`src/ltmc_pkg.sv`:
```
package ltmc_pkg;
	// Filter times in nanoseconds and the core clock period.
	localparam int unsigned CLK_PERIOD_NS   = 25;
	localparam int unsigned T_TXTO_NS       = 20000000;
	localparam int unsigned T_ENABLE_NS     = 10000;
	localparam int unsigned T_DISABLE_NS    = 10000;
	localparam int unsigned T_WAKE_NS       = 50000;
	localparam int unsigned T_BUSWAKE_NS    = 100000;
	// Cycle counts: least times round up.
	localparam int unsigned TXTO_CYC    = (T_TXTO_NS + CLK_PERIOD_NS - 1) / CLK_PERIOD_NS;
	localparam int unsigned ENABLE_CYC  = (T_ENABLE_NS + CLK_PERIOD_NS - 1) / CLK_PERIOD_NS;
	localparam int unsigned DISABLE_CYC = (T_DISABLE_NS + CLK_PERIOD_NS - 1) / CLK_PERIOD_NS;
	localparam int unsigned WAKE_CYC    = (T_WAKE_NS + CLK_PERIOD_NS - 1) / CLK_PERIOD_NS;
	localparam int unsigned BUSWAKE_CYC = (T_BUSWAKE_NS + CLK_PERIOD_NS - 1) / CLK_PERIOD_NS;
	localparam int unsigned RX_FIFO_DEPTH = 4;
	localparam int unsigned RX_FIFO_WIDTH = 1;

	typedef enum logic [1:0] {
		ST_UNPOWERED = 2'b00,
		ST_STANDBY   = 2'b01,
		ST_NORMAL    = 2'b10,
		ST_SLEEP     = 2'b11
	} ltmc_state_e;

	typedef enum logic [1:0] {
		WK_NONE  = 2'b00,
		WK_BUS   = 2'b01,
		WK_LOCAL = 2'b10
	} ltmc_wake_e;
endpackage

```
`src/ltmc_top.sv`:
```
// What this block does
// - Normal mode: bus follows transmit input; receive output shows bus, released when recessive.
// - Transmit low longer than dominant timeout releases the bus to recessive.
// - After timeout, transmission resumes only after transmit input returns high.
// - Over-temperature disables transmitter and holds bus recessive.
// - After over-temperature clears, transmitter waits for a high transmit input.
// - Normal mode: supply low disables transmitter, supply high re-enables it.
// - Supply-disabled transmission keeps normal mode and reception alive.
// - Mode-select high longer than enable filter enters normal from standby or sleep.
// - Standby to normal: weak pull-down and released receive output when mode-select rises.
// - Sleep: transceiver inactive, inhibit released, only weak bus pull-up.
// - Mode-select low longer than disable filter enters sleep from normal.
// - Sleep entry completes even with bus or wake input stuck.
// - Wake during disable filter is valid and leads to standby with wake settings.
// - Local wake: wake input falls, then stays low for the local wake filter.
// - Remote wake: bus dominant longer than bus wake filter, then rising edge.
// - Wake events detected only in sleep or during normal-to-sleep transition.
// - After wake: receive output low; weak pull-down for bus, strong for local.
// - Standby after power-up: receive output released, transmit pull-down weak.
// - Standby: transceiver inactive, inhibit output driven high.
// - Power-on-reset indication forces unpowered state, transmitter off, outputs released.
`timescale 1ns/1ps
`default_nettype none

////////////////////////////////////////////////////////////////////////////////
module ltmc_fifo #(
	parameter int unsigned WIDTH = 1,
	parameter int unsigned DEPTH = 4
) (
	input  wire logic             clk_i,
	input  wire logic             rst_i,
	// Fill side.
	input  wire logic             in_valid_i,
	output logic                  in_ready_o,
	input  wire logic [WIDTH-1:0] in_data_i,
	// Drain side.
	output logic                  out_valid_o,
	input  wire logic             out_ready_i,
	output logic      [WIDTH-1:0] out_data_o
);
	localparam int unsigned AW = (DEPTH > 1) ? $clog2(DEPTH) : 1;
	initial begin
		if (DEPTH < 2 || (DEPTH & (DEPTH - 1)) != 0) $error("ltmc_fifo: DEPTH must be a power of two >= 2");
	end
	logic [WIDTH-1:0] mem_r [DEPTH];
	logic [AW:0]      wr_r;
	logic [AW:0]      rd_r;
	logic             push;
	logic             pop;
	assign in_ready_o  = (wr_r - rd_r) != (AW+1)'(DEPTH);
	assign out_valid_o = wr_r != rd_r;
	assign out_data_o  = mem_r[rd_r[AW-1:0]];
	assign push        = in_valid_i && in_ready_o;
	assign pop         = out_valid_o && out_ready_i;
	always_ff @(posedge clk_i) begin
		if (push) begin
			mem_r[wr_r[AW-1:0]] <= in_data_i;
		end
	end
	always_ff @(posedge clk_i) begin
		if (rst_i) begin
			wr_r <= '0;
			rd_r <= '0;
		end else begin
			if (push) begin
				wr_r <= wr_r + 1'b1;
			end
			if (pop) begin
				rd_r <= rd_r + 1'b1;
			end
		end
	end
endmodule

////////////////////////////////////////////////////////////////////////////////
// Counts while its qualifying level holds, restarts otherwise, saturates at done.
module ltmc_filter #(
	parameter int unsigned COUNT = 4
) (
	input  wire logic clk_i,
	input  wire logic rst_i,
	input  wire logic level_i,
	output logic      done_o
);
	localparam int unsigned CW = $clog2(COUNT + 1);
	initial begin
		if (COUNT < 1) $error("ltmc_filter: COUNT must be at least one");
	end
	logic [CW-1:0] cnt_r;
	assign done_o = cnt_r == CW'(COUNT);
	always_ff @(posedge clk_i) begin
		if (rst_i || !level_i) begin
			cnt_r <= '0;
		end else if (!done_o) begin
			cnt_r <= cnt_r + 1'b1;
		end
	end
endmodule

////////////////////////////////////////////////////////////////////////////////
module ltmc_top #(
	parameter int unsigned TXTO_CYC    = ltmc_pkg::TXTO_CYC,
	parameter int unsigned ENABLE_CYC  = ltmc_pkg::ENABLE_CYC,
	parameter int unsigned DISABLE_CYC = ltmc_pkg::DISABLE_CYC,
	parameter int unsigned WAKE_CYC    = ltmc_pkg::WAKE_CYC,
	parameter int unsigned BUSWAKE_CYC = ltmc_pkg::BUSWAKE_CYC,
	parameter int unsigned FIFO_DEPTH  = ltmc_pkg::RX_FIFO_DEPTH
) (
	// Clock and synchronous reset.
	input  wire logic core_clk_i,
	input  wire logic rst_i,
	// Controller side pins.
	input  wire logic txd_i,
	input  wire logic mode_select_i,
	output logic      rxd_o,
	output logic      rxd_oe_o,
	output logic      txd_strong_pd_o,
	// Bus, wake input and inhibit.
	input  wire logic bus_i,
	output logic      bus_dom_o,
	output logic      bus_pullup_o,
	output logic      bus_weak_src_o,
	input  wire logic wake_i,
	output logic      regulator_inhibit_out_o,
	output logic      regulator_inhibit_out_oe_o,
	// Analog monitor indications and mode output.
	input  wire logic por_i,
	input  wire logic over_temperature_shutdown_i,
	input  wire logic supply_monitor_low_i,
	input  wire logic supply_monitor_high_i,
	output logic [1:0] mode_o
);
	// Two-flop synchronisers on every pin input.
	logic [6:0] s1_r;
	logic [6:0] s2_r;
	always_ff @(posedge core_clk_i) begin
		if (rst_i) begin
			s1_r <= 7'h5F;
			s2_r <= 7'h5F;
		end else begin
			s1_r <= {txd_i, mode_select_i, bus_i, wake_i, ~por_i, ~over_temperature_shutdown_i,
				~supply_monitor_low_i};
			s2_r <= s1_r;
		end
	end
	logic txd_s, en_s, bus_s, wake_s, por_s, tsd_s, monl_s;
	assign txd_s  = s2_r[6];
	assign en_s   = s2_r[5];
	assign bus_s  = s2_r[4];
	assign wake_s = s2_r[3];
	assign por_s  = ~s2_r[2];
	assign tsd_s  = ~s2_r[1];
	assign monl_s = ~s2_r[0];
	logic monh_s1_r, monh_s_r;
	always_ff @(posedge core_clk_i) begin
		if (rst_i) begin
			monh_s1_r <= 1'b0;
			monh_s_r  <= 1'b0;
		end else begin
			monh_s1_r <= supply_monitor_high_i;
			monh_s_r  <= monh_s1_r;
		end
	end

	ltmc_pkg::ltmc_state_e state_r;
	ltmc_pkg::ltmc_wake_e  wake_kind_r;
	logic en_done, dis_done, txto_done, lwk_done, bwk_done;
	logic wake_prev_r, lwk_arm_r, bus_prev_r, bwk_armed_r;
	logic en_rise_r, en_prev_r;

	// Filter timers.
	ltmc_filter #(.COUNT(ENABLE_CYC))  u_en   (.clk_i(core_clk_i), .rst_i(rst_i),
		.level_i(en_s && state_r != ltmc_pkg::ST_NORMAL), .done_o(en_done));
	ltmc_filter #(.COUNT(DISABLE_CYC)) u_dis  (.clk_i(core_clk_i), .rst_i(rst_i),
		.level_i(!en_s && state_r == ltmc_pkg::ST_NORMAL), .done_o(dis_done));
	ltmc_filter #(.COUNT(TXTO_CYC))    u_txto (.clk_i(core_clk_i), .rst_i(rst_i),
		.level_i(!txd_s), .done_o(txto_done));
	ltmc_filter #(.COUNT(WAKE_CYC))    u_lwk  (.clk_i(core_clk_i), .rst_i(rst_i),
		.level_i(!wake_s && lwk_arm_r), .done_o(lwk_done));
	ltmc_filter #(.COUNT(BUSWAKE_CYC)) u_bwk  (.clk_i(core_clk_i), .rst_i(rst_i),
		.level_i(!bus_s), .done_o(bwk_done));

	// Wake detection window: sleep, or normal with the disable filter running.
	logic wake_window;
	assign wake_window = state_r == ltmc_pkg::ST_SLEEP ||
		(state_r == ltmc_pkg::ST_NORMAL && !en_s);
	logic local_wake, bus_wake;
	assign local_wake = wake_window && lwk_done;
	assign bus_wake   = wake_window && bwk_armed_r && bus_s && !bus_prev_r;

	// A falling edge arms the local filter; a rise disarms it.
	always_ff @(posedge core_clk_i) begin
		if (rst_i) begin
			wake_prev_r <= 1'b1;
			lwk_arm_r   <= 1'b0;
			bus_prev_r  <= 1'b1;
			bwk_armed_r <= 1'b0;
		end else begin
			wake_prev_r <= wake_s;
			bus_prev_r  <= bus_s;
			if (wake_s || !wake_window) begin
				lwk_arm_r <= 1'b0;
			end else if (wake_prev_r) begin
				lwk_arm_r <= 1'b1;
			end
			if (!wake_window || bus_s) begin
				bwk_armed_r <= 1'b0;
			end else if (bwk_done) begin
				bwk_armed_r <= 1'b1;
			end
		end
	end

	// Mode sequencing.
	always_ff @(posedge core_clk_i) begin
		if (rst_i || por_s) begin
			state_r     <= ltmc_pkg::ST_UNPOWERED;
			wake_kind_r <= ltmc_pkg::WK_NONE;
		end else begin
			case (state_r)
				ltmc_pkg::ST_UNPOWERED: begin
					state_r     <= ltmc_pkg::ST_STANDBY;
					wake_kind_r <= ltmc_pkg::WK_NONE;
				end
				ltmc_pkg::ST_STANDBY: begin
					if (en_done) begin
						state_r <= ltmc_pkg::ST_NORMAL;
					end
				end
				ltmc_pkg::ST_NORMAL: begin
					if (local_wake || bus_wake) begin
						state_r     <= ltmc_pkg::ST_STANDBY;
						wake_kind_r <= local_wake ? ltmc_pkg::WK_LOCAL : ltmc_pkg::WK_BUS;
					end else if (dis_done) begin
						state_r <= ltmc_pkg::ST_SLEEP;
					end
				end
				ltmc_pkg::ST_SLEEP: begin
					if (en_done) begin
						state_r     <= ltmc_pkg::ST_NORMAL;
						wake_kind_r <= ltmc_pkg::WK_NONE;
					end else if (local_wake || bus_wake) begin
						state_r     <= ltmc_pkg::ST_STANDBY;
						wake_kind_r <= local_wake ? ltmc_pkg::WK_LOCAL : ltmc_pkg::WK_BUS;
					end
				end
				default: begin
					state_r <= ltmc_pkg::ST_UNPOWERED;
				end
			endcase
		end
	end

	// Transmit interlocks: timeout, thermal and supply.
	logic txto_lock_r, tsd_lock_r, mon_lock_r;
	always_ff @(posedge core_clk_i) begin
		if (rst_i) begin
			txto_lock_r <= 1'b0;
			tsd_lock_r  <= 1'b0;
			mon_lock_r  <= 1'b0;
		end else begin
			if (txto_done) begin
				txto_lock_r <= 1'b1;
			end else if (txd_s) begin
				txto_lock_r <= 1'b0;
			end
			if (tsd_s) begin
				tsd_lock_r <= 1'b1;
			end else if (txd_s) begin
				tsd_lock_r <= 1'b0;
			end
			if (monl_s) begin
				mon_lock_r <= 1'b1;
			end else if (monh_s_r) begin
				mon_lock_r <= 1'b0;
			end
		end
	end

	// Mode-select rise seen while in standby releases the standby pin setup.
	always_ff @(posedge core_clk_i) begin
		if (rst_i) begin
			en_prev_r <= 1'b0;
			en_rise_r <= 1'b0;
		end else begin
			en_prev_r <= en_s;
			if (state_r != ltmc_pkg::ST_STANDBY) begin
				en_rise_r <= 1'b0;
			end else if (en_s && !en_prev_r) begin
				en_rise_r <= 1'b1;
			end
		end
	end

	// Registered outputs.
	logic rx_valid;
	logic rx_data;
	logic normal;
	logic tx_ok;
	logic standby_wake;
	assign normal       = state_r == ltmc_pkg::ST_NORMAL;
	assign tx_ok        = normal && !txto_lock_r && !tsd_lock_r && !mon_lock_r && !tsd_s;
	assign standby_wake = state_r == ltmc_pkg::ST_STANDBY && wake_kind_r != ltmc_pkg::WK_NONE
		&& !en_rise_r && !(en_s && !en_prev_r);
	always_ff @(posedge core_clk_i) begin
		if (rst_i) begin
			bus_dom_o                  <= 1'b0;
			rxd_o                      <= 1'b0;
			rxd_oe_o                   <= 1'b0;
			txd_strong_pd_o            <= 1'b0;
			bus_pullup_o               <= 1'b0;
			bus_weak_src_o             <= 1'b0;
			regulator_inhibit_out_o    <= 1'b0;
			regulator_inhibit_out_oe_o <= 1'b0;
			mode_o                     <= ltmc_pkg::ST_UNPOWERED;
		end else begin
			bus_dom_o       <= tx_ok && !txd_s;
			rxd_o           <= 1'b0;
			rxd_oe_o        <= (normal && rx_valid && !rx_data) || standby_wake;
			txd_strong_pd_o <= standby_wake && wake_kind_r == ltmc_pkg::WK_LOCAL;
			bus_pullup_o    <= normal || state_r == ltmc_pkg::ST_STANDBY;
			bus_weak_src_o  <= state_r == ltmc_pkg::ST_SLEEP;
			regulator_inhibit_out_o    <= normal || state_r == ltmc_pkg::ST_STANDBY;
			regulator_inhibit_out_oe_o <= normal || state_r == ltmc_pkg::ST_STANDBY;
			mode_o          <= state_r;
		end
	end

	// Received symbols pass through a small FIFO on their way to the receive output.
	ltmc_fifo #(.WIDTH(ltmc_pkg::RX_FIFO_WIDTH), .DEPTH(FIFO_DEPTH)) u_rxq (
		.clk_i(core_clk_i), .rst_i(rst_i),
		.in_valid_i(normal), .in_ready_o(), .in_data_i(bus_s),
		.out_valid_o(rx_valid), .out_ready_i(1'b1), .out_data_o(rx_data));

	// Assertions.
	a_tsd_holds_recessive: assert property (@(posedge core_clk_i) disable iff (rst_i)
		tsd_lock_r |=> !bus_dom_o) else $error("dominant driven under thermal lock");
	a_tsd_needs_high: assert property (@(posedge core_clk_i) disable iff (rst_i)
		$fell(tsd_s) && !txd_s |=> tsd_lock_r) else $error("thermal lock left without high txd");
	a_txto_release: assert property (@(posedge core_clk_i) disable iff (rst_i)
		txto_done |=> txto_lock_r ##1 !bus_dom_o) else $error("timeout did not release bus");
	a_txto_resume: assert property (@(posedge core_clk_i) disable iff (rst_i)
		txto_lock_r && !txd_s |=> txto_lock_r) else $error("timeout lock cleared while low");
	a_mon_stays_normal: assert property (@(posedge core_clk_i) disable iff (rst_i || por_s)
		mon_lock_r && normal && en_s |=> normal) else $error("supply lock left normal");
	a_enter_normal: assert property (@(posedge core_clk_i) disable iff (rst_i || por_s)
		en_done && state_r == ltmc_pkg::ST_STANDBY |=> normal) else $error("no normal entry");
	a_enter_sleep: assert property (@(posedge core_clk_i) disable iff (rst_i || por_s)
		dis_done && normal && !local_wake && !bus_wake |=> state_r == ltmc_pkg::ST_SLEEP)
		else $error("no sleep entry");
	a_sleep_inhibit: assert property (@(posedge core_clk_i) disable iff (rst_i)
		state_r == ltmc_pkg::ST_SLEEP |=> !regulator_inhibit_out_oe_o) else $error("inhibit driven in sleep");
	a_wake_ignored: assert property (@(posedge core_clk_i) disable iff (rst_i || por_s)
		state_r == ltmc_pkg::ST_STANDBY && !en_done |=> state_r == ltmc_pkg::ST_STANDBY)
		else $error("standby left without enable");
	a_por_release: assert property (@(posedge core_clk_i) disable iff (rst_i)
		por_s |=> ##1 !bus_dom_o && !rxd_oe_o) else $error("outputs driven under power-on reset");
endmodule

`default_nettype wire

```
`config.mk`:
```
export PLATFORM = sky130hd
export DESIGN_NAME = ltmc_top
export DESIGN_NICKNAME = d
export VERILOG_FILES = /design/src/ltmc_pkg.sv /design/src/ltmc_top.sv
export SDC_FILE = /design/constraint.sdc
export NUM_CORES = 1
export LEC_CHECK = 0
export BUFFER_PORTS_ARGS = -buffer_cell sky130_fd_sc_hd__buf_4
export CORE_MARGIN = 2
export CORE_UTILIZATION = 25
export DETAILED_ROUTE_END_ITERATION = 10
export PLACE_DENSITY = 0.42
export SLEW_MARGIN = 20
export SYNTH_ARGS = -nofsm -noshare
export SYNTH_HDL_FRONTEND = slang
export SYNTH_SLANG_ARGS = --single-unit
```
`constraint.sdc`:
```
create_clock -name core_clk_i -period 2.7 [get_ports core_clk_i]
set_input_delay 0.27 -clock core_clk_i [delete_from_list [all_inputs] [get_ports core_clk_i]]
set_output_delay 0.27 -clock core_clk_i [all_outputs]
set_load 0.05 [all_outputs]
```
==> results.json <==
{
  "outcome": "finished with violations",
  "violations": "design-rule violations",
  "yosysSeqAreaShare_pct": 48.0,
  "crit_chain": "inv_1 -> ha_1 -> nor2b_1 -> o2111ai_1 -> a32oi_1 -> a2bb2oi_2 -> a32oi_1",
  "grt_usage_pct": 8.98,
  "final_area_um2": 5260,
  "clock_skew_ns": 0.00738,
  "yosys.area.top_type": "dfxtp_1",
  "grt_max_degree": 40,
  "io_pins": 20,
  "leakage_nw": 1.80,
  "cap_violations": 0,
  "hpwl_um": 5720,
  "grt_pass1_wl_um": 14400,
  "core_um2": 18100,
  "critical_path.max_stage_delay_ns": 0.42,
  "clockPowerShare_pct": 36.6,
  "grt_util_met2_pct": 13.7,
  "internal-power_w": 0.00253,
  "p_seq_share_pct": 49.0,
  "synth_edf_count": 4,
  "place_congestion": 0.782,
  "overflow": 0,
  "r2r-start": "state_r[0]",
  "die_w_um": 140,
  "timing.fmax_ghz": 0.472,
  "cts.sink_count": 109,
  "fin_crit_sh_pct": 78.5,
  "num_antenna_cells": 0,
  "finalSetupViolCount": 0,
  "ys.flop_type": "dfxtp_1",
  "cts.clk_slew.worst_paths_ns": 0.08,
  "place_area_um2": 4970,
  "clock-root-buffer": "clkbuf_16",
  "dieHeight_um": 140,
  "postCtsHoldBufs": 0,
  "multi_input_area_um2": 2230,
  "worstHoldStart": "supply_monitor_low_i",
  "grt_pass1_vias": 3120,
  "reg2reg_depth": 7,
  "ff_latch_area_um2": 2220,
  "cts_setup_buffers": 0,
  "ff2ff_setup_slack_ns": 0.58,
  "yosysWarnings": 0,
  "post-route-drc-count": 1,
  "htree_levels": 3,
  "dieArea_um2": 19600,
  "syn-num-nets": 531,
  "wire_per_inst_um": 11.0,
  "syn2layout_area_growth_pct": 13.5,
  "whs_ns": 0.0800,
  "dp_worst_setup_slack_ns": 0.586,
  "powerDensity_nw_per_um2": 675,
  "tightest_slew_ns": 0.671,
  "fill_cells": 1867,
  "antenna_found_initial": 0,
  "switching_share_pct": 28.7,
  "drive_above_1_share_pct": 10.9,
  "finish.utilization_pct": 29.1,
  "firstDrtPassIters": 9,
  "via_per_inst": 4.38,
  "drt_first_iter_violations": 167,
  "worstSetupStartpoint": "state_r[0]",
  "pwr-share-comb_pct": 14.4,
  "post_cts.resized_instances": 0,
  "hold_path_class": "input port to flop",
  "critical_path_arrival_ns": 2.39,
  "clk_path_buf_depth": 2,
  "hold_viol": 0,
  "row_count": 49,
  "synth.most_common_cell": "dfxtp_1",
  "insertion_delay_ns": 0.35,
  "synthArstFlopShare_pct": 0,
  "io_buffers": 18,
  "final.setup.tns_ns": 0,
  "synth_area_um2": 4630,
  "path_common_cell": "a32oi_1",
  "synth.distinct_cells": 48,
  "grt.met3_usage_pct": 2.26,
  "relSlewSlack_pct": 54.9,
  "setup_slack_ns": 0.579,
  "antenna_left": 0,
  "cp-start-kind": "flop",
  "start_util_pct": 25.6,
  "synth_area_leaders": "dfxtp_1, xor2_1, nor2_1, ha_1, nand3_1",
  "drv_slew": 0,
  "rsz0062_at_grt": "false",
  "fin_nets": 540,
  "worstSetupEndpointType": "flop",
  "top_usage_layer": "met2",
  "ys_seq_elements": 109,
  "use_met1_pct": 11.6,
  "syn_avg_cell_area_um2": 9.27,
  "cts_tree": "done",
  "p_sw_w": 0.00102,
  "critPathKind": "flop to flop",
  "syn_inst": 500,
  "netlist_top_cells_count": "dfxtp_1, nor2_1, xor2_1, inv_1, nand3_1",
  "cp_max_fo": 9,
  "synth.top_cell.area_share_pct": 45.4,
  "worst_path_max_delay_cell": "dfxtp_1",
  "vias": 3254,
  "max-vdd-ir-drop_mv": 0.316,
  "post-route-min-period_ns": 2.12,
  "finalWirelength_um": 8210,
  "holdPathStages": 2,
  "cts_made_buffers": 9,
  "required_ns": 2.97
}
==> power groups by stage <==
stage               logic, W  registers [W]  clock network (W)
floorplan           0.000365        0.00181                  0
global placement    0.000519        0.00178                  0
detailed placement  0.000520        0.00178                  0
CTS                 0.000522        0.00174            0.00136
global route        0.000566        0.00175            0.00144
finish              0.000510        0.00174            0.00130
==> area by class of cell <==
type | instances | area share, %
clock buffer | 9 | 4.28
clock inverter | 7 | 1.28
inverter | 25 | 1.78
multi-input combinational | 346 | 42.4
sequential | 109 | 42.3
tap | 229 | 5.45
timing repair buffer | 18 | 2.57
==> worst max-delay path, delay by kind of cell, from the launching register on <==
| family | cells | cell delay, ns |
|---|---|---|
| AOI/OAI and AO/OA | 4 | 0.98 |
| DFF | 1 | 0.42 |
| adders and majority gates | 1 | 0.33 |
| and+or+nand+nor | 1 | 0.20 |
| buffers and inverters | 1 | 0.11 |
==> metal layers <==
| metal | vias up | wire (um) |
|---|---|---|
| met5 | - | 0 |
| met4 | 0 | 229 |
| met3 | 17 | 214 |
| met2 | 31 | 3610 |
| met1 | 1517 | 4160 |
| li1 | 1689 | - |
==> worst paths after layout <==
path / end
worst min-delay path: s1_r[0]
worst min register to register: s2_r[6]
worst max-delay path: state_r[0]
worst max register to register: state_r[0]
==> cells in the final DEF, fill, tap and decap left out, types with 3 or more instances in the layout <==
cell type,count
a21oi_1,24
and2_1,5
and3_1,5
buf_4,18
clkbuf_16,9
dfxtp_1,105
edfxtp_1,4
ha_1,21
inv_1,25
mux2i_1,5
nand2_1,23
nand2b_1,10
nand3_1,25
nand4_1,14
nor2_1,73
nor2b_1,13
nor3_1,10
nor4b_1,3
o21ai_0,16
or2_2,11
or3_1,9
xnor2_1,14
xor2_1,34
==> per-stage QoR <==
step / std cells / total power, W
6_report: 743 / 0.00355
5_1_grt: 743 / 0.00375
4_1_cts: 743 / 0.00362
3_5_place_dp: 727 / 0.00230
3_3_place_gp: 727 / 0.00230
2_1_floorplan: 500 / 0.00218
==> state kept, by name, indices dropped and copies added (netlist names), 3 cells and up, named ones only <==
signal and cells:
u_en.cnt_r 9, u_txto.cnt_r 20, u_rxq.mem_r 4, s2_r 7, u_dis.cnt_r 9, u_rxq.rd_r 3
u_lwk.cnt_r 11, u_rxq.wr_r 3, u_bwk.cnt_r 12, s1_r 7
==> logic make-up after synthesis <==
logic type / Yosys count / synth area share (%)
adder cells (fa/ha/maj): 21 / 5.67
buffers and inverters: 45 / 3.94
AND/OR/NAND/NOR: 216 / 24.4
XOR/XNOR: 48 / 9.07
AO/OA/AOI/OAI: 52 / 6.78
other: 1 / 0.0809
flip-flops: 109 / 48.0
multiplexers: 8 / 2.05
Note: power is estimated with default switching activity, not from simulation.
